$ cat src/fcns_pkg.sv
// constants for the name-server registration and loop timer block
package fcns_pkg;

	// ***********************************************************
	// clock and timing
	// ***********************************************************
	localparam int unsigned CLK_HZ         = 25000000;
	localparam int unsigned TICK_US        = 1000;
	localparam int unsigned TICK_CYCLES    = CLK_HZ / 1000000 * TICK_US;
	localparam int unsigned AL_TIME_MS     = 15;
	localparam int unsigned LIS_HOLD_MS    = 1;
	localparam int unsigned RT_TOV_MS      = 100;
	localparam int unsigned ED_TOV_MS      = 2000;
	localparam int unsigned ELS_PRIV_MS    = 4000;
	localparam int unsigned RA_FABRIC_MS   = 10000;
	localparam int unsigned RR_TOV_MS      = 2000;
	localparam int unsigned LP_TOV_MS      = 2000;
	localparam int unsigned N_INIT         = 4;

	// ***********************************************************
	// common transport request
	// ***********************************************************
	localparam logic [23:0] NAME_SERVER_ID = 24'hfffffc;
	localparam logic [7:0]  CT_REVISION    = 8'h01;
	localparam logic [7:0]  CT_OPTIONS     = 8'h00;
	localparam logic [7:0]  SVC_TYPE_DIR   = 8'hfc;
	localparam logic [7:0]  SVC_SUB_NAME   = 8'h02;
	localparam logic [15:0] CMD_REG_TYPES  = 16'h0217;
	localparam logic [15:0] RSP_REJECT     = 16'h8001;
	localparam logic [15:0] RSP_ACCEPT     = 16'h8002;
	localparam logic [7:0]  FRAME_TYPE_CT  = 8'h20;
	localparam logic [7:0]  RCTL_REQUEST   = 8'h02;
	localparam logic [7:0]  RCTL_REPLY     = 8'h03;
	localparam logic [5:0]  REQ_LEN        = 6'd52;
	localparam logic [5:0]  RSP_LEN        = 6'd16;
	localparam logic [5:0]  POS_CMD_HI     = 6'd8;
	localparam logic [5:0]  POS_CMD_LO     = 6'd9;
	localparam logic [5:0]  POS_REASON     = 6'd13;
	localparam logic [5:0]  POS_EXPL       = 6'd14;
	localparam logic [5:0]  POS_VENDOR     = 6'd15;
	localparam logic [5:0]  POS_SID        = 6'd17;
	localparam logic [5:0]  POS_TYPE_MAP   = 6'd22;
	localparam logic [7:0]  TYPE_MAP_SCSI  = 8'h01;
	localparam logic [5:0]  POS_SVC_TYPE   = 6'd4;
	localparam logic [5:0]  POS_SVC_SUB    = 6'd5;
	localparam logic [5:0]  POS_OPTIONS    = 6'd6;

	// ***********************************************************
	// reject reason and explanation codes
	// ***********************************************************
	localparam logic [7:0] RSN_INV_CMD     = 8'h01;
	localparam logic [7:0] RSN_INV_VER     = 8'h02;
	localparam logic [7:0] RSN_LOGICAL     = 8'h03;
	localparam logic [7:0] RSN_INV_SIZE    = 8'h04;
	localparam logic [7:0] RSN_BUSY        = 8'h05;
	localparam logic [7:0] RSN_PROTOCOL    = 8'h07;
	localparam logic [7:0] RSN_UNABLE      = 8'h09;
	localparam logic [7:0] RSN_NOT_SUPP    = 8'h0b;
	localparam logic [7:0] RSN_VENDOR      = 8'hff;
	localparam logic [7:0] EXP_NOTREG_MAX  = 8'h0a;
	localparam logic [7:0] EXP_DENIED      = 8'h10;
	localparam logic [7:0] EXP_DB_EMPTY    = 8'h12;
	localparam logic [7:0] LIP_FAIL_CODE   = 8'hf8;

	// ***********************************************************
	// register map (word indices, one address step per register)
	// ***********************************************************
	localparam logic [3:0] ADDR_CTRL       = 4'h0;
	localparam logic [3:0] ADDR_STATUS     = 4'h1;
	localparam logic [3:0] ADDR_RESULT     = 4'h2;
	localparam logic [3:0] ADDR_PORT_ID    = 4'h3;
	localparam logic [3:0] ADDR_TIMEOUTS   = 4'h4;
	localparam int unsigned CTRL_START     = 0;
	localparam int unsigned CTRL_FABRIC    = 1;
	localparam int unsigned CTRL_PUBLIC    = 2;
	localparam int unsigned CTRL_SEQ_ARM   = 3;
	localparam int unsigned CTRL_ELS_ARM   = 4;
	localparam int unsigned CTRL_LP_ARM    = 5;
	localparam logic [31:0] CTRL_RESET     = 32'h0000_0000;

	typedef enum logic [2:0]
	{
		REG_IDLE = 3'b000,
		REG_SEND = 3'b001,
		REG_WAIT = 3'b010,
		REG_RECV = 3'b011,
		REG_DONE = 3'b100
	} reg_state_t;

endpackage

$ cat src/fcns_port.sv
// name-server registration framer, loop timers and frame delimiter handling
// ***********************************************************
// ***********************************************************
module fcns_port
	import fcns_pkg::*;
(
	// clock, reset, enable
	input  wire logic        mclk,
	input  wire logic        resetn,
	input  wire logic        clk_en,
	// register bus
	input  wire logic [3:0]  address,
	input  wire logic        read,
	input  wire logic        write,
	input  wire logic [31:0] writedata,
	output logic      [31:0] readdata,
	output logic             waitrequest,
	output logic      [1:0]  response,
	// login and loop events (same clock)
	input  wire logic        login_done,
	input  wire logic        sync_lost,
	input  wire logic        lis_rx,
	input  wire logic        arb_start,
	input  wire logic        arb_won,
	// outbound request byte stream
	output logic      [7:0]  tx_data,
	output logic             tx_valid,
	output logic             tx_sof,
	output logic             tx_eof,
	output logic      [23:0] tx_dest_id,
	output logic      [7:0]  tx_frame_type,
	output logic      [7:0]  tx_rctl,
	input  wire logic        tx_ready,
	// inbound reply byte stream
	input  wire logic [7:0]  rx_data,
	input  wire logic        rx_valid,
	input  wire logic        rx_sof,
	input  wire logic [7:0]  rx_frame_type,
	input  wire logic [7:0]  rx_rctl,
	// frame delimiter checks
	input  wire logic        frm_done,
	input  wire logic        frm_bad_delim,
	input  wire logic        frm_is_data,
	input  wire logic        cdb_rsvd_bad,
	// per initiator recovery
	input  wire logic [N_INIT-1:0] init_login,
	input  wire logic [N_INIT-1:0] init_auth,
	// loop actions
	output logic             send_lip_f8,
	output logic      [7:0]  lip_code,
	output logic             lis_forward,
	output logic             al_timeout,
	output logic             abort_exchange,
	output logic             cdb_reject,
	output logic      [N_INIT-1:0] init_logout
);

	// ***********************************************************
	// registers and millisecond tick
	// ***********************************************************
	logic [31:0]  ctrl_reg;
	logic [23:0]  port_id_reg;
	logic [15:0]  tick_cnt_reg;
	logic         tick;
	logic [31:0]  bus_rd_next;
	logic         bus_hit;
	logic         start_pulse;
	logic [4:0]   tmo_reg;
	logic [7:0]   fail_cnt_reg;
	logic         ok_reg;
	logic         rej_reg;
	logic [7:0]   reason_reg;
	logic [7:0]   expl_reg;
	logic [7:0]   vendor_reg;
	logic [15:0]  rsp_code_reg;
	logic         rsn_known;
	logic         exp_known;
	logic         seq_exp;
	logic         lp_exp;
	logic         al_exp;

	always_ff @(posedge mclk)
	begin
		if (!resetn)
		begin
			tick_cnt_reg <= '0;
			tick         <= 1'b0;
		end
		else if (clk_en)
		begin
			tick <= (tick_cnt_reg == 16'(TICK_CYCLES - 1));
			if (tick_cnt_reg == 16'(TICK_CYCLES - 1))
				tick_cnt_reg <= '0;
			else
				tick_cnt_reg <= tick_cnt_reg + 16'd1;
		end
	end

	// bus: one wait cycle, then answer
	assign bus_hit     = (read || write) && waitrequest == 1'b0;
	assign start_pulse = bus_hit && write && address == ADDR_CTRL && writedata[CTRL_START];

	always_comb
	begin
		case (address)
			ADDR_CTRL:     bus_rd_next = ctrl_reg;
			ADDR_STATUS:   bus_rd_next = {16'h0, 1'b0, rsn_known, exp_known,
			                  8'(fail_cnt_reg[4:0]), rej_reg, ok_reg, 3'b0};
			ADDR_RESULT:   bus_rd_next = {rsp_code_reg[7:0], reason_reg, expl_reg, vendor_reg};
			ADDR_PORT_ID:  bus_rd_next = {8'h0, port_id_reg};
			ADDR_TIMEOUTS: bus_rd_next = {27'h0, tmo_reg};
			default:       bus_rd_next = 32'h0;
		endcase
	end

	always_ff @(posedge mclk)
	begin
		if (!resetn)
		begin
			waitrequest <= 1'b1;
			readdata    <= '0;
			response    <= 2'b00;
			ctrl_reg    <= CTRL_RESET;
			port_id_reg <= '0;
		end
		else if (clk_en)
		begin
			waitrequest <= !((read || write) && waitrequest);
			if ((read || write) && waitrequest)
			begin
				readdata <= read ? bus_rd_next : 32'h0;
				response <= (address > ADDR_TIMEOUTS) ? 2'b10 : 2'b00;
			end
			if (bus_hit && write && address == ADDR_CTRL)
				ctrl_reg <= {writedata[31:1], 1'b0};
			if (bus_hit && write && address == ADDR_PORT_ID)
				port_id_reg <= writedata[23:0];
		end
	end

	// ***********************************************************
	// registration sequencer
	// ***********************************************************
	reg_state_t   state_reg;
	logic [5:0]   idx_reg;
	logic         pending_reg;
	logic [7:0]   req_byte;
	logic [15:0]  wait_ms_reg;
	logic [15:0]  els_limit;

	// fabric profile uses one 10 s timer, private waits 4 s
	assign els_limit = ctrl_reg[CTRL_FABRIC] ? 16'(RA_FABRIC_MS) : 16'(ELS_PRIV_MS);

	always_comb
	begin
		req_byte = 8'h00;
		case (idx_reg)
			6'd0:         req_byte = CT_REVISION;
			POS_SVC_TYPE: req_byte = SVC_TYPE_DIR;
			POS_SVC_SUB:  req_byte = SVC_SUB_NAME;
			POS_OPTIONS:  req_byte = CT_OPTIONS;
			POS_CMD_HI:   req_byte = CMD_REG_TYPES[15:8];
			POS_CMD_LO:   req_byte = CMD_REG_TYPES[7:0];
			POS_SID:      req_byte = port_id_reg[23:16];
			6'd18:        req_byte = port_id_reg[15:8];
			6'd19:        req_byte = port_id_reg[7:0];
			POS_TYPE_MAP: req_byte = TYPE_MAP_SCSI;
			default:      req_byte = 8'h00;
		endcase
	end

	always_ff @(posedge mclk)
	begin
		if (!resetn)
		begin
			state_reg     <= REG_IDLE;
			idx_reg       <= '0;
			pending_reg   <= 1'b0;
			tx_data       <= '0;
			tx_valid      <= 1'b0;
			tx_sof        <= 1'b0;
			tx_eof        <= 1'b0;
			tx_dest_id    <= '0;
			tx_frame_type <= '0;
			tx_rctl       <= '0;
			wait_ms_reg   <= '0;
			ok_reg        <= 1'b0;
			rej_reg       <= 1'b0;
			reason_reg    <= '0;
			expl_reg      <= '0;
			vendor_reg    <= '0;
			rsp_code_reg  <= '0;
			tmo_reg       <= '0;
		end
		else if (clk_en)
		begin
			// clear first, so a same-cycle set below wins
			if (bus_hit && write && address == ADDR_TIMEOUTS)
				tmo_reg <= tmo_reg & ~writedata[4:0];
			if (login_done || start_pulse)
				pending_reg <= 1'b1;
			case (state_reg)
				REG_IDLE:
				begin
					if (pending_reg && ctrl_reg[CTRL_PUBLIC])
					begin
						pending_reg <= login_done || start_pulse;
						state_reg   <= REG_SEND;
						idx_reg     <= '0;
						ok_reg      <= 1'b0;
						rej_reg     <= 1'b0;
					end
				end
				REG_SEND:
				begin
					if (!tx_valid || tx_ready)
					begin
						tx_valid      <= 1'b1;
						tx_data       <= req_byte;
						tx_sof        <= (idx_reg == 6'd0);
						tx_eof        <= (idx_reg == REQ_LEN - 6'd1);
						tx_dest_id    <= NAME_SERVER_ID;
						tx_frame_type <= FRAME_TYPE_CT;
						tx_rctl       <= RCTL_REQUEST;
						if (idx_reg == REQ_LEN - 6'd1)
						begin
							state_reg <= REG_WAIT;
							idx_reg   <= '0;
						end
						else
							idx_reg <= idx_reg + 6'd1;
					end
				end
				REG_WAIT, REG_RECV:
				begin
					if (tx_valid && tx_ready)
					begin
						tx_valid <= 1'b0;
						tx_sof   <= 1'b0;
						tx_eof   <= 1'b0;
					end
					if (tick)
						wait_ms_reg <= wait_ms_reg + 16'd1;
					if (rx_valid && rx_frame_type == FRAME_TYPE_CT && rx_rctl == RCTL_REPLY)
					begin
						idx_reg   <= rx_sof ? 6'd1 : idx_reg + 6'd1;
						state_reg <= REG_RECV;
						// only code, reason, explanation and vendor bytes looked at
						case (rx_sof ? 6'd0 : idx_reg)
							POS_CMD_HI: rsp_code_reg[15:8] <= rx_data;
							POS_CMD_LO: rsp_code_reg[7:0]  <= rx_data;
							POS_REASON: reason_reg <= rx_data;
							POS_EXPL:   expl_reg   <= rx_data;
							POS_VENDOR: vendor_reg <= rx_data;
							default:    ;
						endcase
						if (!rx_sof && idx_reg == RSP_LEN - 6'd1)
							state_reg <= REG_DONE;
					end
					else if (wait_ms_reg >= els_limit)
					begin
						tmo_reg[0]  <= 1'b1;
						state_reg   <= REG_IDLE;
						wait_ms_reg <= '0;
					end
				end
				REG_DONE:
				begin
					wait_ms_reg <= '0;
					ok_reg      <= (rsp_code_reg == RSP_ACCEPT);
					rej_reg     <= (rsp_code_reg == RSP_REJECT);
					state_reg   <= REG_IDLE;
				end
				default: state_reg <= REG_IDLE;
			endcase
			if (state_reg != REG_WAIT && state_reg != REG_RECV)
				wait_ms_reg <= '0;
			if (seq_exp)
				tmo_reg[1] <= 1'b1;
			if (lp_exp)
				tmo_reg[2] <= 1'b1;
			if (al_exp)
				tmo_reg[3] <= 1'b1;
			if (|init_logout)
				tmo_reg[4] <= 1'b1;
		end
	end

	// reason and explanation classification
	always_comb
	begin
		case (reason_reg)
			RSN_INV_CMD, RSN_INV_VER, RSN_LOGICAL, RSN_INV_SIZE, RSN_BUSY,
			RSN_PROTOCOL, RSN_UNABLE, RSN_NOT_SUPP, RSN_VENDOR: rsn_known = 1'b1;
			default: rsn_known = 1'b0;
		endcase
		exp_known = (expl_reg <= EXP_NOTREG_MAX) ||
			(expl_reg >= EXP_DENIED && expl_reg <= EXP_DB_EMPTY);
	end

	// ***********************************************************
	// loop timers
	// ***********************************************************
	logic [15:0] sync_ms_reg;
	logic [15:0] seq_ms_reg;
	logic [15:0] lp_ms_reg;
	logic [15:0] al_ms_reg;

	assign seq_exp = ctrl_reg[CTRL_SEQ_ARM] && seq_ms_reg >= 16'(ED_TOV_MS);
	assign lp_exp  = ctrl_reg[CTRL_LP_ARM] && lp_ms_reg >= 16'(LP_TOV_MS);
	assign al_exp  = arb_start && al_ms_reg >= 16'(AL_TIME_MS);

	always_ff @(posedge mclk)
	begin
		if (!resetn)
		begin
			sync_ms_reg    <= '0;
			seq_ms_reg     <= '0;
			lp_ms_reg      <= '0;
			al_ms_reg      <= '0;
			send_lip_f8    <= 1'b0;
			lip_code       <= '0;
			lis_forward    <= 1'b0;
			al_timeout     <= 1'b0;
			abort_exchange <= 1'b0;
			cdb_reject     <= 1'b0;
			fail_cnt_reg   <= '0;
		end
		else if (clk_en)
		begin
			// continuous sync loss only
			sync_ms_reg <= !sync_lost ? 16'd0 : sync_ms_reg + {15'd0, tick};
			send_lip_f8 <= sync_lost && tick && sync_ms_reg == 16'(RT_TOV_MS - 1);
			lip_code    <= LIP_FAIL_CODE;
			if (sync_lost && tick && sync_ms_reg == 16'(RT_TOV_MS - 1))
				fail_cnt_reg <= fail_cnt_reg + 8'd1;
			// forwarded on the next cycle, well inside the hold time
			lis_forward <= lis_rx;
			seq_ms_reg <= (!ctrl_reg[CTRL_SEQ_ARM] || frm_done) ? 16'd0
				: seq_ms_reg + {15'd0, tick && !seq_exp};
			lp_ms_reg <= (!ctrl_reg[CTRL_LP_ARM] || lis_rx || frm_done) ? 16'd0
				: lp_ms_reg + {15'd0, tick && !lp_exp};
			al_ms_reg <= (!arb_start || arb_won) ? 16'd0
				: al_ms_reg + {15'd0, tick && !al_exp};
			al_timeout <= al_exp;
			// data frame aborts exchange; others dropped without action
			abort_exchange <= frm_done && frm_bad_delim && frm_is_data;
			// header reserved fields never examined, command block ones are
			cdb_reject <= frm_done && !frm_bad_delim && cdb_rsvd_bad;
		end
	end

	// ***********************************************************
	// per initiator recovery timers
	// ***********************************************************
	genvar gi;
	generate
		for (gi = 0; gi < N_INIT; gi++)
		begin : g_rr
			logic [15:0] rr_ms_reg;
			logic        rr_run_reg;
			always_ff @(posedge mclk)
			begin
				if (!resetn)
				begin
					rr_ms_reg       <= '0;
					rr_run_reg      <= 1'b0;
					init_logout[gi] <= 1'b0;
				end
				else if (clk_en)
				begin
					init_logout[gi] <= 1'b0;
					if (lis_rx && init_login[gi])
					begin
						rr_run_reg <= 1'b1;
						rr_ms_reg  <= '0;
					end
					else if (rr_run_reg && init_auth[gi])
						rr_run_reg <= 1'b0;
					else if (rr_run_reg && rr_ms_reg >= 16'(RR_TOV_MS))
					begin
						rr_run_reg      <= 1'b0;
						init_logout[gi] <= 1'b1;
					end
					else if (rr_run_reg && tick)
						rr_ms_reg <= rr_ms_reg + 16'd1;
				end
			end
		end
	endgenerate

endmodule

$ cat config.mk
export PLATFORM = sky130hd
export DESIGN_NAME = fcns_port
export DESIGN_NICKNAME = d
export VERILOG_FILES = /design/src/fcns_pkg.sv /design/src/fcns_port.sv
export SDC_FILE = /design/constraint.sdc
export NUM_CORES = 1
export LEC_CHECK = 0
export ABC_AREA = 1
export ABC_CLOCK_PERIOD_IN_PS = 4950
export BUFFER_PORTS_ARGS = -buffer_cell sky130_fd_sc_hd__buf_2
export CORE_UTILIZATION = 64
export DETAILED_ROUTE_END_ITERATION = 10
export PLACE_DENSITY = 0.86
export SLEW_MARGIN = 20
export SYNTH_ARGS = -nofsm -noshare
export SYNTH_HDL_FRONTEND = slang
export SYNTH_SLANG_ARGS = --single-unit
export TNS_END_PERCENT = 20
$ cat constraint.sdc
create_clock -name mclk -period 4.95 [get_ports mclk]
set_input_delay 0.7425 -clock mclk [delete_from_list [all_inputs] [get_ports mclk]]
set_output_delay 0.7425 -clock mclk [all_outputs]
set_load 0.005 [all_outputs]
# After elaboration in Yosys (flattened, before gate mapping)
# Index checks and enable logic that the tools add are counted.
[totals] output_inout_bits=103 rom_bits=0 elab_cells=335 ram_bits=0 mem_count=0 latch_bits=0 regBits=343
[classes] div=0 n_addsub=12 eq_ne=54 n_bitwise=3 mux=91 n_reduce_logical=111 order_cmp=12 shift=0 mul=0
[ops] cell="2-to-1 mux 16 bit" n=25
[ops] cell="case mux 32 bit (5 select lines)" n=1
[ops] cell="adder 16 x 1 -> 16 bit, second input constant" n=6
[ops] cell="greater-or-equal comparator 16 x 11 -> 1 bit, second input constant" n=6
[ops] cell="adder 16 x 1 -> 16 bit" n=4
[ops] cell="case mux 8 bit (7 select lines)" n=1
[ops] cell="== test 6 x 4 -> 1 bit, second input constant" n=8
[ops] cell="logical AND 1 bit" n=42
[ops] cell="2-to-1 mux 1 bit" n=40
[ops] cell="AND reduction 4 bit" n=10
[ops] cell="2-to-1 mux 6 bit" n=6
[ops] cell="== test 16 bit, second input constant" n=2
[ops] cell="2-to-1 mux 32 bit" n=1
[ops] cell="case mux 16 bit (2 select lines)" n=1
[ops] cell="!= test 2 bit, second input constant" n=13
[ops] cell="AND reduction 2 bit" n=13
[ops] cell="== test 6 x 5 -> 1 bit, second input constant" n=4
[ops] cell="== test 8 x 2 -> 1 bit, second input constant" n=3
[ops] cell="== test 8 x 3 -> 1 bit, second input constant" n=3
[ops] cell="nonzero test 2 bit" n=10
[ops] cell="2-to-1 mux 3 bit" n=6
[ops] cell="case mux 6 bit (3 select lines)" n=1
[ops] cell="nonzero test 3 bit" n=6
[ops] cell="== test 16 x 15 -> 1 bit, second input constant" n=1
[ops] cell="41 further kinds" n=70

# Longest topological paths before layout
[depth] word_depth=9 depth_mapped=16

# Worst setup path before layout
# OpenSTA, ideal clock, no wires.
[synth_timing] path_kind="reg-to-reg" start="register al_ms_reg[5]" end="register al_ms_reg[12]" path_slack_ns=2.867 required_time_ns=4.831 stages_incl_launch_ff=13 t_arrival_ns=1.963 period_less_slack_ns=2.083 path_cell_list="dfxtp_1 > or2_2 > nor3_1 > a31oi_1 > nor2_1 > ha_1 > inv_1 > nor3_1 > nand3_1 > nor2_1 > nand3_1 > o21ai_0 > a21oi_1"
[synth_between] elab_chain_cells=6
[synth_rtl] element="from (decl)" line="fcns_port.sv:307" text="logic [15:0] al_ms_reg;"
[synth_rtl] element="from (signal assigned)" line="fcns_port.sv:343" text="al_ms_reg <= (!arb_start || arb_won) ? 16'd0"
[synth_rtl] element="greater-or-equal comparator 16 x 4 -> 1 bit" line="fcns_port.sv:311" text="assign al_exp = arb_start && al_ms_reg >= 16'(AL_TIME_MS);"
[synth_rtl] element="logical AND 1 bit" line="fcns_port.sv:311"
[synth_rtl] element="logical NOT 1 bit" line="fcns_port.sv:344" text=": al_ms_reg + {15'd0, tick && !al_exp};"
[synth_rtl] element="logical AND 1 bit" line="fcns_port.sv:344"
[synth_rtl] element="adder 16 x 1 -> 16 bit *" line="fcns_port.sv:344"
[synth_rtl] element="2-to-1 mux 16 bit *" line="fcns_port.sv:343"
# Mark *: on every way between the ends. The rest lies on a longest branch, timed or not.
# A chain may end at the register's enable or synchronous reset.

# Worst setup path after layout
[layout_timing] start="register tick" end="register lp_ms_reg[9]"
[layout_between] elab_chain_cells=3
[layout_rtl] element="from (decl)" line="fcns_port.sv:64" text="logic tick;"
[layout_rtl] element="from (signal assigned)" line="fcns_port.sv:91" text="tick <= (tick_cnt_reg == 16'(TICK_CYCLES - 1));"
[layout_rtl] element="logical AND 1 bit" line="fcns_port.sv:342" text=": lp_ms_reg + {15'd0, tick && !lp_exp};"
[layout_rtl] element="adder 16 x 1 -> 16 bit" line="fcns_port.sv:342"
[layout_rtl] element="2-to-1 mux 16 bit" line="fcns_port.sv:341" text="lp_ms_reg <= (!ctrl_reg[CTRL_LP_ARM] || lis_rx || frm_done) ? 16'd0"
[layout_rtl] element="to (signal assigned)" line="fcns_port.sv:341"
[layout_rtl] element="to (decl)" line="fcns_port.sv:306" text="logic [15:0] lp_ms_reg;"
# No other way between the ends.

==> flow_summary.ini <==
[floorplan]
start_util = 0.6594
num_rows = 58
io_pins = 188
fp.dieW_um = 163.8
die_y_um = 163.8
core_area_mm2 = 0.02540
dieArea_mm2 = 0.02682

[synthesis]
synth_area_leaders = dfxtp_1, nand2_1, nor2_1
ys.flop_type = dfxtp_1
synth_edf_count = 0
ys_ff_latch = 338
synth.top_cell.area_share = 0.4040
syn-cell-area_mm2 = 0.01675
ys_seq_area_frac = 0.4040
ys_warn_count = 0
postSynthAreaPerCell_um2 = 7.007
synth_top_area_cell = dfxtp_1
async_reset_ff_frac = 0
synth_cell_types = 59
syn-instance-count = 2390

[worst_setup_path]
crit_arrival_ns = 3.13
critical_path_class = reg2reg
cp-start-kind = flop
slowest_stage = dfxtp_1
critPathMaxFanout = 14
crit_buf_inv = 2
cp_cell_sequence = inv_1, a21oi_1, ha_1, nand2_1, nor2_1, nand3_1, nor3_1, nand2_1, clkinv_1, nand2_1, nand2_1, nor2_1
critPathTopFamily = simple AND/OR/NAND/NOR gates
worst_setup_path_end_kind = flop
cp_slowest_stage_delay_ns = 0.64
required_ns = 5.36
cpMostUsedCell = nand2_1

[timing]
setup_tns_ns = 0
fmax_mhz = 367.7
fin_skew_ns = 0.02524
setup_violations = 0
tightest_slew_ns = 1.124
slew-limit-headroom = 0.2508
hold_viol = 0
final_max_slew_viol_count = 0
rsz0062_at_grt = no
fin_crit_sh = 0.5494
setup_ws_ns = 2.230
period_minus_slack_ns = 2.720

[clocking]
cts_resized = 0
clkSinkCount = 338
cts_hold_buf = 0
cts_setup_buffers = 0
root_buffer = clkbuf_16
cts_tree = done
h-tree-depth = 2
cts_buffers = 37
clkTransAtPathRegs_ns = 0.06
clk_path_buf_depth = 3
clk_latency_ns = 0.53

[final_layout]
multi_input_area_mm2 = 0.008253
instances_no_fill = 2855
final_cell_area_mm2 = 0.01863
final_common_cell = nand2_1
largest_reg_flops = 64
layout_common_cells = nand2_1, dfxtp_1, nor2_1
seqCellArea_mm2 = 0.006766
area_growth_pct = 11.21
nets = 2608
drive_gt1_frac = 0.1324
fillers = 2004

[run]
maxCapViolations = 0

[pwr]
leakage_nw = 7.424
p_per_area_mw_per_mm2 = 332.0
ir_drop_uv = 306.0

[status]
status = complete, no violations

[grt]
grt_pass1_vias = 15270
grt_max_degree = 95
grt_pass1_wl_um = 71470
antenna_found_initial = 1
grt_usage = 0.3254
overflow = 0

[route]
wl_um = 44310
wl_per_cell_um = 15.52
vias = 16410
ant_nets = 0
drt_pass1_iterations = 8
drc_errors = 0
drt-initial-drc-count = 1914
viasPerCell = 5.748

[place]
pre_cts_ws_ns = 2.002
port-buffer-count = 167
gp_congestion = 0.9478
dp_cells = 2785
dpl_cell_area_mm2 = 0.01738
dp_hpwl_um = 30750

[hold_path]
hold_path.class = in2reg
[cell families (layout without fill, tap and decap cells)]
group                      after synthesis  after routing  share of synthesized area
xor gates and xnor gates                29             29                    0.01517
and+or+nand+nor                       1137           1137                     0.2994
buffers and inverters                  407            521                     0.1074
AOI/OAI and AO/OA                      449            449                     0.1520
other                                    1             22                  0.0002239
adders and majority gates               29             29                    0.02167
DFF                                    338            338                     0.4040
[final timing paths]
| kind | from | slack, ns | depth (start not counted) | endpoint |
|---|---|---|---|---|
| worst max-delay path | tick | 2.23 | 12 | lp_ms_reg[9] |
| worst min-delay path | writedata[25] | 0.44 | 3 | ctrl_reg[25] |
| worst max register to register | tick | 2.23 | 12 | lp_ms_reg[9] |
| worst min register to register | g_rr[3].rr_ms_reg[11] | 0.44 | 2 | g_rr[3].rr_ms_reg[11] |
[synth_stat cells, types with 7 or more instances]
cell type and n:
o211ai_1 12, clkbuf_1 35, dfxtp_1 338, xor2_1 21, nand4_1 52, ha_1 29
nand3_1 126, nand2_1 481, a21oi_2 9, xnor2_1 8, nand2_2 9, a211oi_2 8
o21a_1 9, or2_2 7, o22ai_1 8, a22o_1 8, a21oi_1 199, o21ai_0 126
nor2_1 314, inv_1 256, nor2_2 19, nor3_2 7, buf_4 50, o2111ai_1 7
nor4_1 13, o221ai_1 8, inv_2 19, nor3_1 80, o21ai_1 33, buf_2 33
[report_power, final]
part | switching, mW | total, mW | internal, mW
combinational | 0.418 | 0.589 | 0.172
clock | 1.14 | 2.79 | 1.65
sequential | 0.0486 | 2.81 | 2.76
total | 1.60 | 6.18 | 4.58
[metrics by stage]
| stage | total power [mW] | hold slack, ns | utilization |
|---|---|---|---|
| 2_1_floorplan | 3.304 | 0.4181 | - |
| 6_report | 6.184 | 0.4368 | 0.7333 |
| 3_3_place_gp | 3.424 | 0.4272 | 0.6842 |
| 4_1_cts | 6.188 | 0.4235 | 0.7331 |
| 3_5_place_dp | 3.442 | 0.4288 | 0.6842 |
| 5_1_grt | 6.380 | 0.4476 | 0.7332 |
[per-layer routing]
metal,track usage,up-vias,share of wire
li1,-,7976,-
met1,0.4191,7595,0.42
met2,0.5366,714,0.46
met3,0.05859,125,0.086
met4,0.1347,0,0.031
met5,0,-,0
[final cells by class]
cell class | instances | area share
Clock buffer | 57 | 0.06140
Multi-Input combinational cell | 1664 | 0.4431
Inverter | 280 | 0.05723
Sequential cell | 338 | 0.3633
Timing Repair Buffer | 173 | 0.04729
Tap cell | 330 | 0.02217
Antenna cell | 2 | 0.0002687
Clock inverter | 11 | 0.005240
[worst register-to-register path, cell delays in order, from the launching register on]
cell	delay, ns
dfxtp_1	0.64
inv_1	0.42
a21oi_1	0.33
ha_1	0.27
nand2_1	0.07
nor2_1	0.12
nand3_1	0.20
nor3_1	0.26
nand2_1	0.09
clkinv_1	0.08
nand2_1	0.05
nand2_1	0.05
nor2_1	0.04
(Power assumes the default switching activity.)
